File: config.mk
export PLATFORM = sky130hd
export DESIGN_NAME = udr_top
export DESIGN_NICKNAME = d
export VERILOG_FILES = /design/src/inc/udr_pkg.sv /design/src/design/udr_top.sv
export VERILOG_INCLUDE_DIRS = /design/src /design/src/inc
export SDC_FILE = /design/constraint.sdc
export NUM_CORES = 1
export LEC_CHECK = 0
export ABC_AREA = 1
export BUFFER_PORTS_ARGS = -buffer_cell sky130_fd_sc_hd__buf_2
export CAP_MARGIN = 25
export CORE_ASPECT_RATIO = 1.1
export CORE_MARGIN = 2
export CORE_UTILIZATION = 47
export CTS_CLUSTER_SIZE = 10
export DETAILED_ROUTE_END_ITERATION = 6
export GPL_ROUTABILITY_DRIVEN = 1
export PLACE_DENSITY = 0.73
export SYNTH_ARGS = -nofsm -noshare
export SYNTH_HDL_FRONTEND = slang
export SYNTH_SLANG_ARGS = --single-unit
File: constraint.sdc
create_clock -name clock -period 3.8 [get_ports clock]
set_clock_uncertainty 0.15 [all_clocks]
set_input_delay 0.95 -clock clock [delete_from_list [all_inputs] [get_ports clock]]
set_output_delay 0.95 -clock clock [all_outputs]
set_load 0.05 [all_outputs]
File: src/inc/udr_regs.svh
// Register offsets, field positions, reset values and counts of the serial port front end.
// Assumes inclusion by bare name from the package and the design file.
`ifndef UDR_REGS_SVH
`define UDR_REGS_SVH
// ****************************************************
// Register offsets
// ****************************************************
`define UDR_OFF_DATA    8'h00
`define UDR_OFF_RSR     8'h04
`define UDR_OFF_LCRH    8'h08
`define UDR_OFF_LCRM    8'h0c
`define UDR_OFF_LCRL    8'h10
`define UDR_OFF_CTRL    8'h14
`define UDR_OFF_FLAG    8'h18
`define UDR_OFF_IIR     8'h1c
`define UDR_OFF_ILPR    8'h20
// ****************************************************
// Reset values
// ****************************************************
`define UDR_RST_LCRH    7'h00
`define UDR_RST_BYTE    8'h00
`define UDR_RST_RSR     4'h0
// ****************************************************
// Field positions
// ****************************************************
`define UDR_CTRL_EN     0
`define UDR_CTRL_LBE    7
`define UDR_RSR_OVR     3
`define UDR_FLAG_BUSY   3
`define UDR_FLAG_RXFE   4
`define UDR_FLAG_TXFF   5
`define UDR_FLAG_RXFF   6
`define UDR_FLAG_TXFE   7
// ****************************************************
// Counts
// ****************************************************
`define UDR_FIFO_DEPTH  16
`define UDR_SUB_LAST    4'hf
`define UDR_SUB_MID     4'h7
`endif

File: src/inc/udr_pkg.sv
// Types shared by the serial port front end.
// Assumes udr_regs.svh is on the include path.
`include "udr_regs.svh"
package udr_pkg;
   // Receive FIFO entry: error flags above the data byte
   typedef struct packed {
      logic       brk;
      logic       par;
      logic       frm;
      logic [7:0] data;
   } udr_rx_entry_t;
   // Combined 23-bit line control word
   typedef struct packed {
      logic [1:0]  wlen;
      logic        fen;
      logic        stp2;
      logic        even_parity_select;
      logic        pen;
      logic        brk;
      logic [15:0] div;
   } udr_lcr_t;
   typedef enum logic [2:0] {TX_IDLE, TX_START, TX_DATA, TX_PAR, TX_STOP1, TX_STOP2} udr_tx_st_t;
   typedef enum logic [2:0] {RX_IDLE, RX_START, RX_DATA, RX_PAR, RX_STOP, RX_WAIT_HI} udr_rx_st_t;
endpackage

File: src/design/udr_top.sv
// Serial port register front end with transmit and receive engines and FIFOs.
// Assumes one 20 MHz clock, a synchronous register port and an asynchronous rxd pin.
//
// Functional notes
// [RQ1] Registers decode at fixed offsets from base
// [RQ2] Host avoids reserved and test offsets
// [RQ3] Data write pushes FIFO or holding register
// [RQ4] Sent with start, optional parity, stop
// [RQ5] Receive entry holds byte plus three flags
// [RQ6] Without FIFOs a single holding entry
// [RQ7] Data location: read oldest, write transmit
// [RQ8] Status shows flags of last popped char; the code ORs in the flags of every char popped since the last clear
// [RQ9] Host reads data before its status
// [RQ10] Host disables port before reprogramming control
// [RQ11] Any status write clears all errors
// [RQ12] Status bits zero after reset
// [RQ13] Status bits 7:4 reserved
// [RQ14] Overrun sets when full, FIFO kept
// [RQ15] Break when line low whole character
// [RQ16] Break loads one zero, waits high
// [RQ17] Parity error against even parity select
// [RQ18] Framing error when stop bit low
// [RQ19] FIFO flags belong to top character
// [RQ20] Flags in bits 10:8, overrun separate
// [RQ21] Line control commits on high write
// [RQ22] Reserved reads zero, writes ignored
// [RQ23] Errors sticky until clear or reset
`timescale 1ns/1ps
`default_nettype none
`include "udr_regs.svh"

// ****************************************************
// Synchronous FIFO
// ****************************************************
module udr_fifo #(
   parameter int W = 8,
   parameter int D = 16
) (
   input  wire logic         clock,
   input  wire logic         rst,
   input  wire logic         one_deep,   // Character mode: act as one entry
   input  wire logic         in_valid,
   output logic              in_ready,
   input  wire logic [W-1:0] in_data,
   output logic              out_valid,
   input  wire logic         out_ready,
   output logic [W-1:0]      out_data
);
   localparam int AW = $clog2(D);
   logic [W-1:0]  mem [D];          // Storage
   logic [AW-1:0] wp_r;             // Write pointer
   logic [AW-1:0] rp_r;             // Read pointer
   logic [AW:0]   cnt_r;            // Fill level
   logic          push;
   logic          pop;

   // Full is faked at one entry so the same storage serves as a holding register
   assign in_ready  = one_deep ? (cnt_r == '0) : (cnt_r != (AW+1)'(D));
   assign out_valid = (cnt_r != '0);
   assign out_data  = mem[rp_r];
   assign push      = in_valid & in_ready;
   assign pop       = out_valid & out_ready;

   // Storage write
   always_ff @(posedge clock) begin
      if (push) begin
         mem[wp_r] <= in_data;
      end
   end

   // Pointers and level
   always_ff @(posedge clock) begin
      if (rst) begin
         wp_r  <= '0;
         rp_r  <= '0;
         cnt_r <= '0;
      end else begin
         if (push) begin
            wp_r <= wp_r + 1'b1;
         end
         if (pop) begin
            rp_r <= rp_r + 1'b1;
         end
         cnt_r <= cnt_r + (AW+1)'(push) - (AW+1)'(pop);
      end
   end
endmodule // udr_fifo

// ****************************************************
// Top level
// ****************************************************
module udr_top
   import udr_pkg::*;
(
   input  wire logic       clock,
   input  wire logic       rst,
   input  wire logic       reg_sel,     // Access strobe, one cycle per access
   input  wire logic       reg_wr,      // High for write
   input  wire logic [7:0] reg_addr,    // Byte offset from block base
   input  wire logic [7:0] reg_wdata,
   output logic [7:0]      reg_rdata,   // Valid the cycle after a read strobe
   output logic            txd,
   input  wire logic       rxd,
   output logic            busy
);
   // ****************************************************
   // Register state
   // ****************************************************
   udr_lcr_t      lcr_r;             // Committed line control
   logic [7:0]    lcrm_r;            // Staged middle byte
   logic [7:0]    lcrl_r;            // Staged low byte
   logic [7:0]    ctrl_r;            // Port control
   logic [7:0]    ilpr_r;            // Low-power divisor, stored only
   logic [2:0]    err_r;             // Sticky brk/par/frm of popped chars
   logic          ovr_r;             // Sticky overrun
   logic          wr_en;
   logic          rd_en;
   logic          en;
   logic          ovr_evt;

   assign wr_en = reg_sel & reg_wr;
   assign rd_en = reg_sel & ~reg_wr;
   assign en    = ctrl_r[`UDR_CTRL_EN];

   // ****************************************************
   // FIFOs
   // ****************************************************
   logic          txf_in_ready;
   logic          txf_out_valid;
   logic          txf_out_ready;
   logic [7:0]    txf_out_data;
   logic          rxf_in_valid;
   logic          rxf_in_ready;
   udr_rx_entry_t rxf_in_data;
   logic          rxf_out_valid;
   logic          rxf_out_ready;
   udr_rx_entry_t rxf_out_data;

   // Transmit queue; a write while full is dropped, shown by the full flag
   udr_fifo #(.W(8), .D(`UDR_FIFO_DEPTH)) u_txf (
      .clock     (clock),
      .rst       (rst),
      .one_deep  (~lcr_r.fen),
      .in_valid  (wr_en && reg_addr == `UDR_OFF_DATA),  // RQ3
      .in_ready  (txf_in_ready),
      .in_data   (reg_wdata),
      .out_valid (txf_out_valid),
      .out_ready (txf_out_ready),
      .out_data  (txf_out_data)
   );

   // Receive queue of 11-bit entries
   udr_fifo #(.W(11), .D(`UDR_FIFO_DEPTH)) u_rxf (
      .clock     (clock),
      .rst       (rst),
      .one_deep  (~lcr_r.fen),                          // RQ6
      .in_valid  (rxf_in_valid),
      .in_ready  (rxf_in_ready),
      .in_data   (rxf_in_data),                         // RQ5 RQ20
      .out_valid (rxf_out_valid),
      .out_ready (rxf_out_ready),
      .out_data  (rxf_out_data)
   );

   // A data read pops the oldest character
   assign rxf_out_ready = rd_en && reg_addr == `UDR_OFF_DATA;  // RQ7

   // ****************************************************
   // Register writes
   // ****************************************************
   // Middle and low bytes are only staged; the high write commits all three
   always_ff @(posedge clock) begin
      if (rst) begin
         lcr_r  <= '0;
         lcrm_r <= `UDR_RST_BYTE;
         lcrl_r <= `UDR_RST_BYTE;
         ctrl_r <= `UDR_RST_BYTE;
         ilpr_r <= `UDR_RST_BYTE;
      end else if (wr_en) begin
         case (reg_addr)
            `UDR_OFF_LCRH: lcr_r <= {reg_wdata[6:0], lcrm_r, lcrl_r};  // RQ21
            `UDR_OFF_LCRM: lcrm_r <= reg_wdata;
            `UDR_OFF_LCRL: lcrl_r <= reg_wdata;
            `UDR_OFF_CTRL: ctrl_r <= reg_wdata;
            `UDR_OFF_ILPR: ilpr_r <= reg_wdata;
            default: ;  // Reserved offsets ignore writes  RQ22
         endcase
      end
   end

   // Error flags of popped characters accumulate until cleared
   always_ff @(posedge clock) begin
      if (rst) begin
         err_r <= '0;  // RQ12
      end else if (wr_en && reg_addr == `UDR_OFF_RSR) begin
         err_r <= '0;  // RQ11
      end else if (rxf_out_ready && rxf_out_valid) begin
         // Flags travel with their entry, so they are the top char's  RQ19
         err_r <= err_r | {rxf_out_data.brk, rxf_out_data.par, rxf_out_data.frm};  // RQ8 RQ23
      end
   end

   // Overrun: a new event wins over a clear in the same cycle
   always_ff @(posedge clock) begin
      if (rst) begin
         ovr_r <= 1'b0;  // RQ12
      end else if (ovr_evt) begin
         ovr_r <= 1'b1;  // RQ14 RQ23
      end else if (wr_en && reg_addr == `UDR_OFF_RSR) begin
         ovr_r <= 1'b0;  // RQ11
      end
   end

   // ****************************************************
   // Register reads
   // ****************************************************
   // Read data is registered; unmapped and reserved offsets return zero
   always_ff @(posedge clock) begin
      if (rst) begin
         reg_rdata <= '0;
      end else if (rd_en) begin
         case (reg_addr)  // RQ1
            `UDR_OFF_DATA: reg_rdata <= rxf_out_data.data;  // RQ7
            `UDR_OFF_RSR:  reg_rdata <= {4'h0, ovr_r, err_r};  // RQ13
            `UDR_OFF_LCRH: reg_rdata <= {1'b0, lcr_r[22:16]};
            `UDR_OFF_LCRM: reg_rdata <= lcrm_r;
            `UDR_OFF_LCRL: reg_rdata <= lcrl_r;
            `UDR_OFF_CTRL: reg_rdata <= ctrl_r;
            `UDR_OFF_FLAG: reg_rdata <= {txf_out_valid == 1'b0, ~rxf_in_ready,
                                         ~txf_in_ready, ~rxf_out_valid, busy, 3'h0};
            `UDR_OFF_IIR:  reg_rdata <= '0;
            `UDR_OFF_ILPR: reg_rdata <= ilpr_r;
            default:       reg_rdata <= '0;  // RQ22
         endcase
      end
   end

   // ****************************************************
   // Baud generator
   // ****************************************************
   logic [15:0] bcnt_r;  // Down counter
   logic        tick;    // One pulse per sixteenth of a bit

   // A zero divisor stops both engines
   assign tick = en && (lcr_r.div != 16'h0000) && (bcnt_r == 16'h0000);

   // Reload on reaching zero
   always_ff @(posedge clock) begin
      if (rst) begin
         bcnt_r <= '0;
      end else if (!en || bcnt_r == 16'h0000) begin
         bcnt_r <= lcr_r.div;
      end else begin
         bcnt_r <= bcnt_r - 16'h0001;
      end
   end

   // ****************************************************
   // Transmitter
   // ****************************************************
   udr_tx_st_t tx_st_r;
   logic [3:0] tx_sub_r;   // Tick count within a bit
   logic [2:0] tx_bit_r;   // Data bit index
   logic [7:0] tx_sh_r;    // Shift register
   logic       tx_par_r;   // Parity bit to send
   logic       tx_end;     // Last tick of a bit
   logic [2:0] nbits_m1;   // Data bits minus one

   assign nbits_m1      = {1'b1, lcr_r.wlen};
   assign tx_end        = tick && tx_sub_r == `UDR_SUB_LAST;
   // Start only on a bit boundary so the first bit has a full length
   assign txf_out_ready = (tx_st_r == TX_IDLE) && tick && !lcr_r.brk;
   assign busy          = txf_out_valid || (tx_st_r != TX_IDLE);

   // Frame sequencer
   always_ff @(posedge clock) begin
      if (rst) begin
         tx_st_r  <= TX_IDLE;
         tx_sub_r <= '0;
         tx_bit_r <= '0;
         tx_sh_r  <= '0;
         tx_par_r <= 1'b0;
      end else begin
         if (tick) begin
            tx_sub_r <= tx_sub_r + 4'h1;
         end
         case (tx_st_r)
            TX_IDLE: begin
               if (txf_out_ready && txf_out_valid) begin
                  tx_st_r  <= TX_START;  // RQ4
                  tx_sub_r <= 4'h0;
                  tx_sh_r  <= txf_out_data;
                  // Even parity makes the one count even
                  tx_par_r <= ^(txf_out_data & ~(8'hff << (5 + lcr_r.wlen))) ^ ~lcr_r.even_parity_select;
                  tx_bit_r <= '0;
               end else if (tick) begin
                  tx_sub_r <= '0;
               end
            end
            TX_START: if (tx_end) tx_st_r <= TX_DATA;
            TX_DATA: begin
               if (tx_end) begin
                  tx_sh_r  <= {1'b0, tx_sh_r[7:1]};
                  tx_bit_r <= tx_bit_r + 3'h1;
                  if (tx_bit_r == nbits_m1) begin
                     tx_st_r <= lcr_r.pen ? TX_PAR : TX_STOP1;  // RQ4
                  end
               end
            end
            TX_PAR:   if (tx_end) tx_st_r <= TX_STOP1;
            TX_STOP1: if (tx_end) tx_st_r <= lcr_r.stp2 ? TX_STOP2 : TX_IDLE;
            TX_STOP2: if (tx_end) tx_st_r <= TX_IDLE;
            default:  tx_st_r <= TX_IDLE;
         endcase
      end
   end

   // Line driver; break holds the line low once idle
   always_ff @(posedge clock) begin
      if (rst) begin
         txd <= 1'b1;
      end else begin
         case (tx_st_r)
            TX_START: txd <= 1'b0;
            TX_DATA:  txd <= tx_sh_r[0];
            TX_PAR:   txd <= tx_par_r;
            TX_IDLE:  txd <= !lcr_r.brk;
            default:  txd <= 1'b1;
         endcase
      end
   end

   // ****************************************************
   // Receive input synchroniser
   // ****************************************************
   logic rx_s1_r;   // First stage, read only by the second
   logic rx_s2_r;
   logic rx_s3_r;
   logic rx_lvl_r;  // Accepted level
   logic rx_in;

   // Three stages; a change is taken once stages two and three agree
   always_ff @(posedge clock) begin
      if (rst) begin
         rx_s1_r  <= 1'b1;
         rx_s2_r  <= 1'b1;
         rx_s3_r  <= 1'b1;
         rx_lvl_r <= 1'b1;
      end else begin
         rx_s1_r <= rxd;
         rx_s2_r <= rx_s1_r;
         rx_s3_r <= rx_s2_r;
         if (rx_s2_r == rx_s3_r) begin
            rx_lvl_r <= rx_s3_r;
         end
      end
   end

   // Loopback feeds the transmitter straight back, same clock
   assign rx_in = ctrl_r[`UDR_CTRL_LBE] ? txd : rx_lvl_r;

   // ****************************************************
   // Receiver
   // ****************************************************
   udr_rx_st_t rx_st_r;
   logic [3:0] rx_sub_r;   // Tick count within a bit
   logic [2:0] rx_bit_r;
   logic [7:0] rx_sh_r;
   logic       rx_par_r;   // Received parity bit
   logic       rx_smp;     // Sample point
   logic       rx_zero;    // Data and parity all low
   logic       rx_perr;

   assign rx_smp  = tick && rx_sub_r == `UDR_SUB_LAST;
   assign rx_zero = (rx_sh_r == 8'h00) && !(lcr_r.pen && rx_par_r);
   // Expected one count parity: even select wants even total
   assign rx_perr = lcr_r.pen && ((^rx_sh_r ^ rx_par_r) != ~lcr_r.even_parity_select);  // RQ17
   // Character completes at stop sample; a full FIFO drops it
   assign rxf_in_valid = (rx_st_r == RX_STOP) && rx_smp;
   assign ovr_evt      = rxf_in_valid && !rxf_in_ready;  // RQ14

   // Entry built at the stop sample; a break forces an all-zero character
   always_comb begin
      rxf_in_data      = '0;
      rxf_in_data.data = rx_sh_r;
      rxf_in_data.frm  = !rx_in;  // RQ18
      rxf_in_data.par  = rx_perr;
      if (!rx_in && rx_zero) begin
         rxf_in_data     = '0;    // RQ16
         rxf_in_data.brk = 1'b1;  // RQ15
      end
   end

   // Frame receiver
   always_ff @(posedge clock) begin
      if (rst) begin
         rx_st_r  <= RX_IDLE;
         rx_sub_r <= '0;
         rx_bit_r <= '0;
         rx_sh_r  <= '0;
         rx_par_r <= 1'b0;
      end else begin
         if (tick) begin
            rx_sub_r <= rx_sub_r + 4'h1;
         end
         case (rx_st_r)
            RX_IDLE: begin
               if (tick && !rx_in) begin
                  rx_st_r  <= RX_START;
                  rx_sub_r <= 4'h1;
               end
            end
            RX_START: begin
               // Mid-bit check rejects glitches; later samples fall mid-bit
               if (tick && rx_sub_r == `UDR_SUB_MID) begin
                  rx_st_r  <= rx_in ? RX_IDLE : RX_DATA;
                  rx_sub_r <= '0;
                  rx_bit_r <= '0;
                  rx_sh_r  <= '0;
               end
            end
            RX_DATA: begin
               if (rx_smp) begin
                  rx_sh_r[rx_bit_r] <= rx_in;
                  rx_bit_r <= rx_bit_r + 3'h1;
                  if (rx_bit_r == nbits_m1) begin
                     rx_st_r <= lcr_r.pen ? RX_PAR : RX_STOP;
                  end
               end
            end
            RX_PAR: begin
               if (rx_smp) begin
                  rx_par_r <= rx_in;
                  rx_st_r  <= RX_STOP;
               end
            end
            RX_STOP: begin
               if (rx_smp) begin
                  // A low stop level, break or not, must see marking before a new start
                  rx_st_r <= rx_in ? RX_IDLE : RX_WAIT_HI;  // RQ16
               end
            end
            RX_WAIT_HI: if (rx_in) rx_st_r <= RX_IDLE;
            default:    rx_st_r <= RX_IDLE;
         endcase
      end
   end
endmodule // udr_top

`default_nettype wire

* Yosys cells after proc, flatten, opt, wreduce, memory -nomap -nowiden
Memory sizes are Yosys's and may differ from the RTL's. A register that Yosys moved wholly into a read port is not among the register bits.
Cells that the tools add are included.
** Storage, ports and cells
- Memories :: 2
- Memory bits (read-only) :: 0
- Memory bits (writable) :: 304
- Output and inout port bits :: 10
- Bits in latches :: 0
- Bits in registers :: 152
** Cells by class
- $mul :: 0
- Reductions and logical operators :: 55
- $add $sub $neg :: 14
- Mux-type cells :: 60
- Shifts and indexed selects :: 1
- Divide/modulo/power cells :: 0
- Equal/unequal tests :: 40
- Bitwise logic cells :: 17
- $lt $le $gt $ge :: 2
** Memories
- u_rxf.mem :: depth 16, width 11, rd ports 1, clocked after memory_dff 1, write ports 1, line udr_top.sv:50 : logic [W-1:0] mem [D];
- u_txf.mem :: depth 16, width 8, rd ports 1, clocked after memory_dff 1, write ports 1, line udr_top.sv:50
** Operator list (number)
- $pmux W8 S8 :: 1
- $mux W3 :: 21
- $mux W4 :: 11
- $pmux W3 S6 :: 2
- $mux W8 :: 4
- $pmux W8 S2 :: 2
- $ne A2 B2 Y1 const B :: 13
- $add A4 B1 Y4 const B :: 6
- $eq A8 B5 Y1 const B :: 3
- $logic_and A1 B1 Y1 :: 20
- $eq A8 B4 Y1 const B :: 2
- $logic_not A16 Y1 :: 1
- $logic_not A8 Y1 :: 2
- $mux W16 :: 1
- $reduce_bool A16 Y1 :: 1
- $reduce_xor A8 Y1 :: 2
- $sub A16 B1 Y16 const B :: 1
- $reduce_and A2 Y1 :: 7
- $reduce_and A7 Y1 :: 2
- $eq A3 B2 Y1 const B :: 4
- $eq A3 B3 Y1 const B :: 4
- $pmux W3 S2 :: 2
- $mux W11 :: 1
- $add A5 B1 Y5 :: 2
- 37 further kinds :: 74

* Longest topological paths before layout
- Depth after elaboration :: 8
- Mapped depth :: 18
- Gate-level depth less buffers :: 17

* Modules after synthesis
A second synthesis with hierarchy kept.
** Second synthesis, totals
- Cell total of the unflattened synthesis :: 2443
- Area, all modules :: 21494.4 um^2
** By module, submodules not included
- udr_fifo at u_rxf :: times used 1, area an instance 8516.9 um^2, cells an instance 856, sequential area each 5625.4 um^2
- udr_fifo at u_txf :: times used 1, area an instance 6496.2 um^2, cells an instance 662, sequential area each 4184.0 um^2
- udr_top :: times used 1, area an instance 6481.2 um^2, cells an instance 925, sequential area each 2522.4 um^2

* Worst setup path before layout
Ideal clock, no wire load.
- Path type :: input to register
- From :: input port reg_sel
- To :: register u_rxf.cnt_r[4]
- Stages :: 13
- Arrival :: 3050 ps
- Buffers on the path :: 0
- Setup time :: 70 ps
- Setup slack :: 530 ps
- Cell sequence :: inv_1 > nor2_2 > clkinv_1 > nor3_1 > ha_1 > inv_1 > ha_1 > fa_1 > nand2_1 > a21oi_1 > nor2_1 > o21ai_0 > a21oi_1
** On the way
- Cells in the longest elaborated chain, start to end :: 4
** RTL lines
- from (decl) :: line udr_top.sv:97 : input wire logic reg_sel,
- $and A1 B1 Y1 :: line udr_top.sv:122 : assign rd_en = reg_sel & ~reg_wr;
- $logic_and A1 B1 Y1 (no source line)
- $and A1 B1 Y1 :: line udr_top.sv:62 : assign pop = out_valid & out_ready;
- via u_rxf.pop :: line udr_top.sv:55 : logic pop;
- $sub A5 B1 Y5 :: line udr_top.sv:84 : cnt_r <= cnt_r + (AW+1)'(push) - (AW+1)'(pop);
- to (signal assigned) :: line udr_top.sv:84
- to (decl) :: line udr_top.sv:53 : logic [AW:0] cnt_r;
The timed path passes the listed nets, and every way through them passes these cells.
A chain may end at the register's enable or synchronous reset.

* Worst setup path after layout
- From :: register bcnt_r[0]
- To :: register u_txf.cnt_r[4]
** On the way
- Cells in the longest elaborated chain, start to end :: 6
** RTL lines
- from (decl) :: line udr_top.sv:241 : logic [15:0] bcnt_r;
- from (signal assigned) :: line udr_top.sv:252 : bcnt_r <= lcr_r.div;
- from (signal assigned) :: line udr_top.sv:254 : bcnt_r <= bcnt_r - 16'h0001;
- $logic_not A16 Y1 :: line udr_top.sv:245 : assign tick = en && (lcr_r.div != 16'h0000) && (bcnt_r == 16'h0000);
- $logic_and A1 B1 Y1 :: line udr_top.sv:245
- $logic_and A1 B1 Y1 (2 in series) :: line udr_top.sv:272 : assign txf_out_ready = (tx_st_r == TX_IDLE) && tick && !lcr_r.brk;
- $and A1 B1 Y1 :: line udr_top.sv:62
- via u_txf.pop :: line udr_top.sv:55
- $sub A5 B1 Y5 :: line udr_top.sv:84
- to (signal assigned) :: line udr_top.sv:84
- to (decl) :: line udr_top.sv:53
The timed path passes the listed nets, and every way through them passes these cells.

==> reports/results.tsv <==
stage	metric	value	unit
synth	synth_most_common_cell	nand2_1	
timing	finalSetupTns	0	ps
pwr	power.density	471	mW/mm²
clocking	cts_made_buffers	53	
pwr	leakage	8.30	nW
floorplanning	dieArea	0.0445	mm²
global_routing	grt_overflow	0	
synth	synth_top_area_share	45.4	%
synth	synth-seq-cells	464	
synth	synth_mux_area_share	0	%
drt	wirelength	48.7	mm
worst_setup_path	r2r.worst_path.cells	16	
placed_design	port_buffers	30	
floorplanning	dieHeight	221	µm
drt	routedWlPerCell	17.9	µm
global_routing	grt_pass1_vias	14700	
clocking	worstSkewPairLatency	610	ps
clocking	cts.clk_slew.worst_paths	60	ps
timing	period_needed	3450	ps
synth	synth-compound-area-share	12.8	%
worst_setup_path	path_max_fanout	5	
synth	synth.area.top_cells	edfxtp_1 (45%), dfxtp_1 (16%), nand2_1 (5.8%)	
synth	synth_warnings	0	
hold_path	hold_depth	1	
clocking	postCtsSetupRepairBufs	0	
clocking	htree_levels	2	
clocking	cts_buffer_depth	3	
synth	synth_flop_cell	edfxtp_1	
global_routing	grt_pass1_wl	77.5	mm
drt	drc	0	
drt	drtAntennaViolNets	0	
placed_design	hpwl	31.7	mm
synth	avgSynthCellArea	9.72	µm²
outcome	outcome	finished, final reports clean	
synth	synth_edf_count	304	
synth	synth_area	0.0201	mm²
synth	ys_types	50	
timing	min_period_over_period	90.7	%
global_routing	grt_max_degree	89	
hold_path	worstHoldPathType	flip-flop to flip-flop	
floorplanning	rows	79	
clocking	cts_hold_buf	0	
worst_setup_path	crit_path_end_kind	flip-flop	
final_layout	num_antenna_cells	0	
timing	finalSetupViolCount	0	
floorplanning	initial_core_util	47.5	%
pwr	power.total	0.0106	W
global_routing	grt_use_met3	3.14	%
synth	postSynthCellCount	2068	
worst_setup_path	start_kind	flip-flop	
floorplanning	io_pins	31	
pwr	peakVddDrop	399	µV
synth	synthXorXnorAreaFrac	0.958	%
floorplanning	core-area	0.0423	mm²
final_layout	fin_nets	2170	
placed_design	gp_congestion	0.910	
synth	synth_top_family_by_area	simple AND/OR/NAND/NOR gates	
clocking	cts_resized	0	
synth	seq_area_frac_synth	61.3	%
global_routing	grt_busiest_layer	met2	
timing	worst_pin_slew	897	ps
timing	slew_viol_final	0	
synth	ys_top_cells_by_count	nand2_1 (310), edfxtp_1 (304), nor2_1 (263)	
final_layout	layout-drive-gt1-share	8.74	%
timing	holdWs	255	ps
synth	synth-simple-area-share	16.6	%
drt	drt-initial-drc-count	1494	
synth	synthAdderAreaFrac	2.25	%
timing	fmax	290	MHz
clocking	cts-root-buf	clkbuf_16	
synth	postSynthNetCount	2124	
global_routing	antenna_found_initial	0	
clocking	cts_tree	done	
drt	routed_via_density	5.56	
final_layout	area_delta_synth_final	12.2	%
floorplanning	die_w	201	µm
timing	maxSlewHeadroom	40.2	%
job	max-cap-violations	0	
synth	yosysTopAreaCell	edfxtp_1	
worst_setup_path	arrival	3770	ps
worst_setup_path	crit_type	flip-flop to flip-flop	
drt	vias	15100	
global_routing	gr-usage-met2	35.6	%
timing	finalHoldViolCount	0	
drt	dr.pass1.iters	6	
global_routing	met1_usage	29.4	%
global_routing	track_usage	21.7	%
clocking	clock_sinks	464	
synth	synth-async-reset-ratio	0	%
timing	rsz0062_at_grt	no	
worst_setup_path	crit_required	4130	ps
-- layout make-up --
type / instances / area, µm²
inverter: 226 / 853
sequential: 464 / 12300
tap: 567 / 709
multi-input combinational: 1291 / 6570
clock inverter: 5 / 92.6
fill: 3734 / 19700
timing repair buffer: 78 / 523
clock buffer: 88 / 1480
-- power breakdown --
group | internal, W | switching [W] | total [W] | leakage (nW)
Combinational | 0.000147 | 0.000421 | 0.000568 | 3.75
Clock | 0.00265 | 0.00199 | 0.00464 | 0.745
Sequential | 0.00538 | 0.0000333 | 0.00542 | 3.80
-- worst max-delay path, cell delays in order, from the launching register on --
cell and delay, ps:
dfxtp_1 310, inv_1 100, ha_1 200, and3_1 160
nand4_1 150, nor2_2 270, inv_1 140, nor3_2 340
ha_1 300, inv_1 60, ha_1 150, inv_1 60
fa_1 440, nor3_1 200, a211oi_1 80, o21ai_0 150
a21oi_1 50
-- placed cells by master, fill, tap and decap left out, types with 3 or more instances in the layout --
cell,n
nand2_2,6
clkinv_1,3
ha_1,33
nand2_1,310
o21ai_0,226
o21ai_1,16
dfxtp_1,158
xor2_1,12
clkbuf_16,53
o22ai_1,19
buf_4,47
clkbuf_1,33
o211ai_1,21
inv_1,213
inv_2,10
xnor2_1,10
nor2_1,262
nor3_1,20
edfxtp_1,304
or2_2,7
nand3_1,124
nand4_1,14
a31oi_1,13
a21oi_1,114
nor2_2,7
o221ai_1,34
a211oi_1,7
buf_2,30
nor3_2,6
-- through the flow --
step	worst slack [ps]	area (µm²)	utilization [%]	cells
floorplan	530	20100	-	2068
global placement	221	21000	49.6	2626
finish	354	22600	53.3	2719
detailed placement	150	21000	49.6	2626
global route	24.0	22600	53.3	2719
CTS	329	22600	53.3	2719
-- logic make-up (layout without fill, tap and decap cells) --
family                     Yosys count  count (layout)
xor gates and xnor gates            22              22
buffers and inverters              313             397
AOI/OAI and AO/OA                  460             460
DFF                                464             464
and+or+nand+nor                    774             774
adders and majority gates           35              35
-- flip-flops by register name, summed over array words and instances (netlist names), 5 cells and up, named ones only --
signal and flops:
u_txf.cnt_r 5, u_txf.mem 128, reg_rdata 8, ctrl_r 8
u_rxf.mem 176, lcr_r 23, ilpr_r 8, bcnt_r 16
u_rxf.cnt_r 5, lcrl_r 8, rx_sh_r 8, tx_sh_r 8
lcrm_r 8
-- final timing paths --
kind / end / slack, ps / startpoint
max: u_txf.cnt_r[4] / 350 / bcnt_r[0]
min: rx_s2_r / 250 / rx_s1_r
max reg2reg: u_txf.cnt_r[4] / 350 / bcnt_r[0]
min reg2reg: rx_s2_r / 250 / rx_s1_r
-- per-layer routing --
layer  vias up  part of all wire, %
li1       7191                    -
met1      7179                   42
met3       118                  7.1
met5         -                    0
met4         0                  3.6
met2       630                   47
Note: power is estimated with default switching activity, not from simulation.
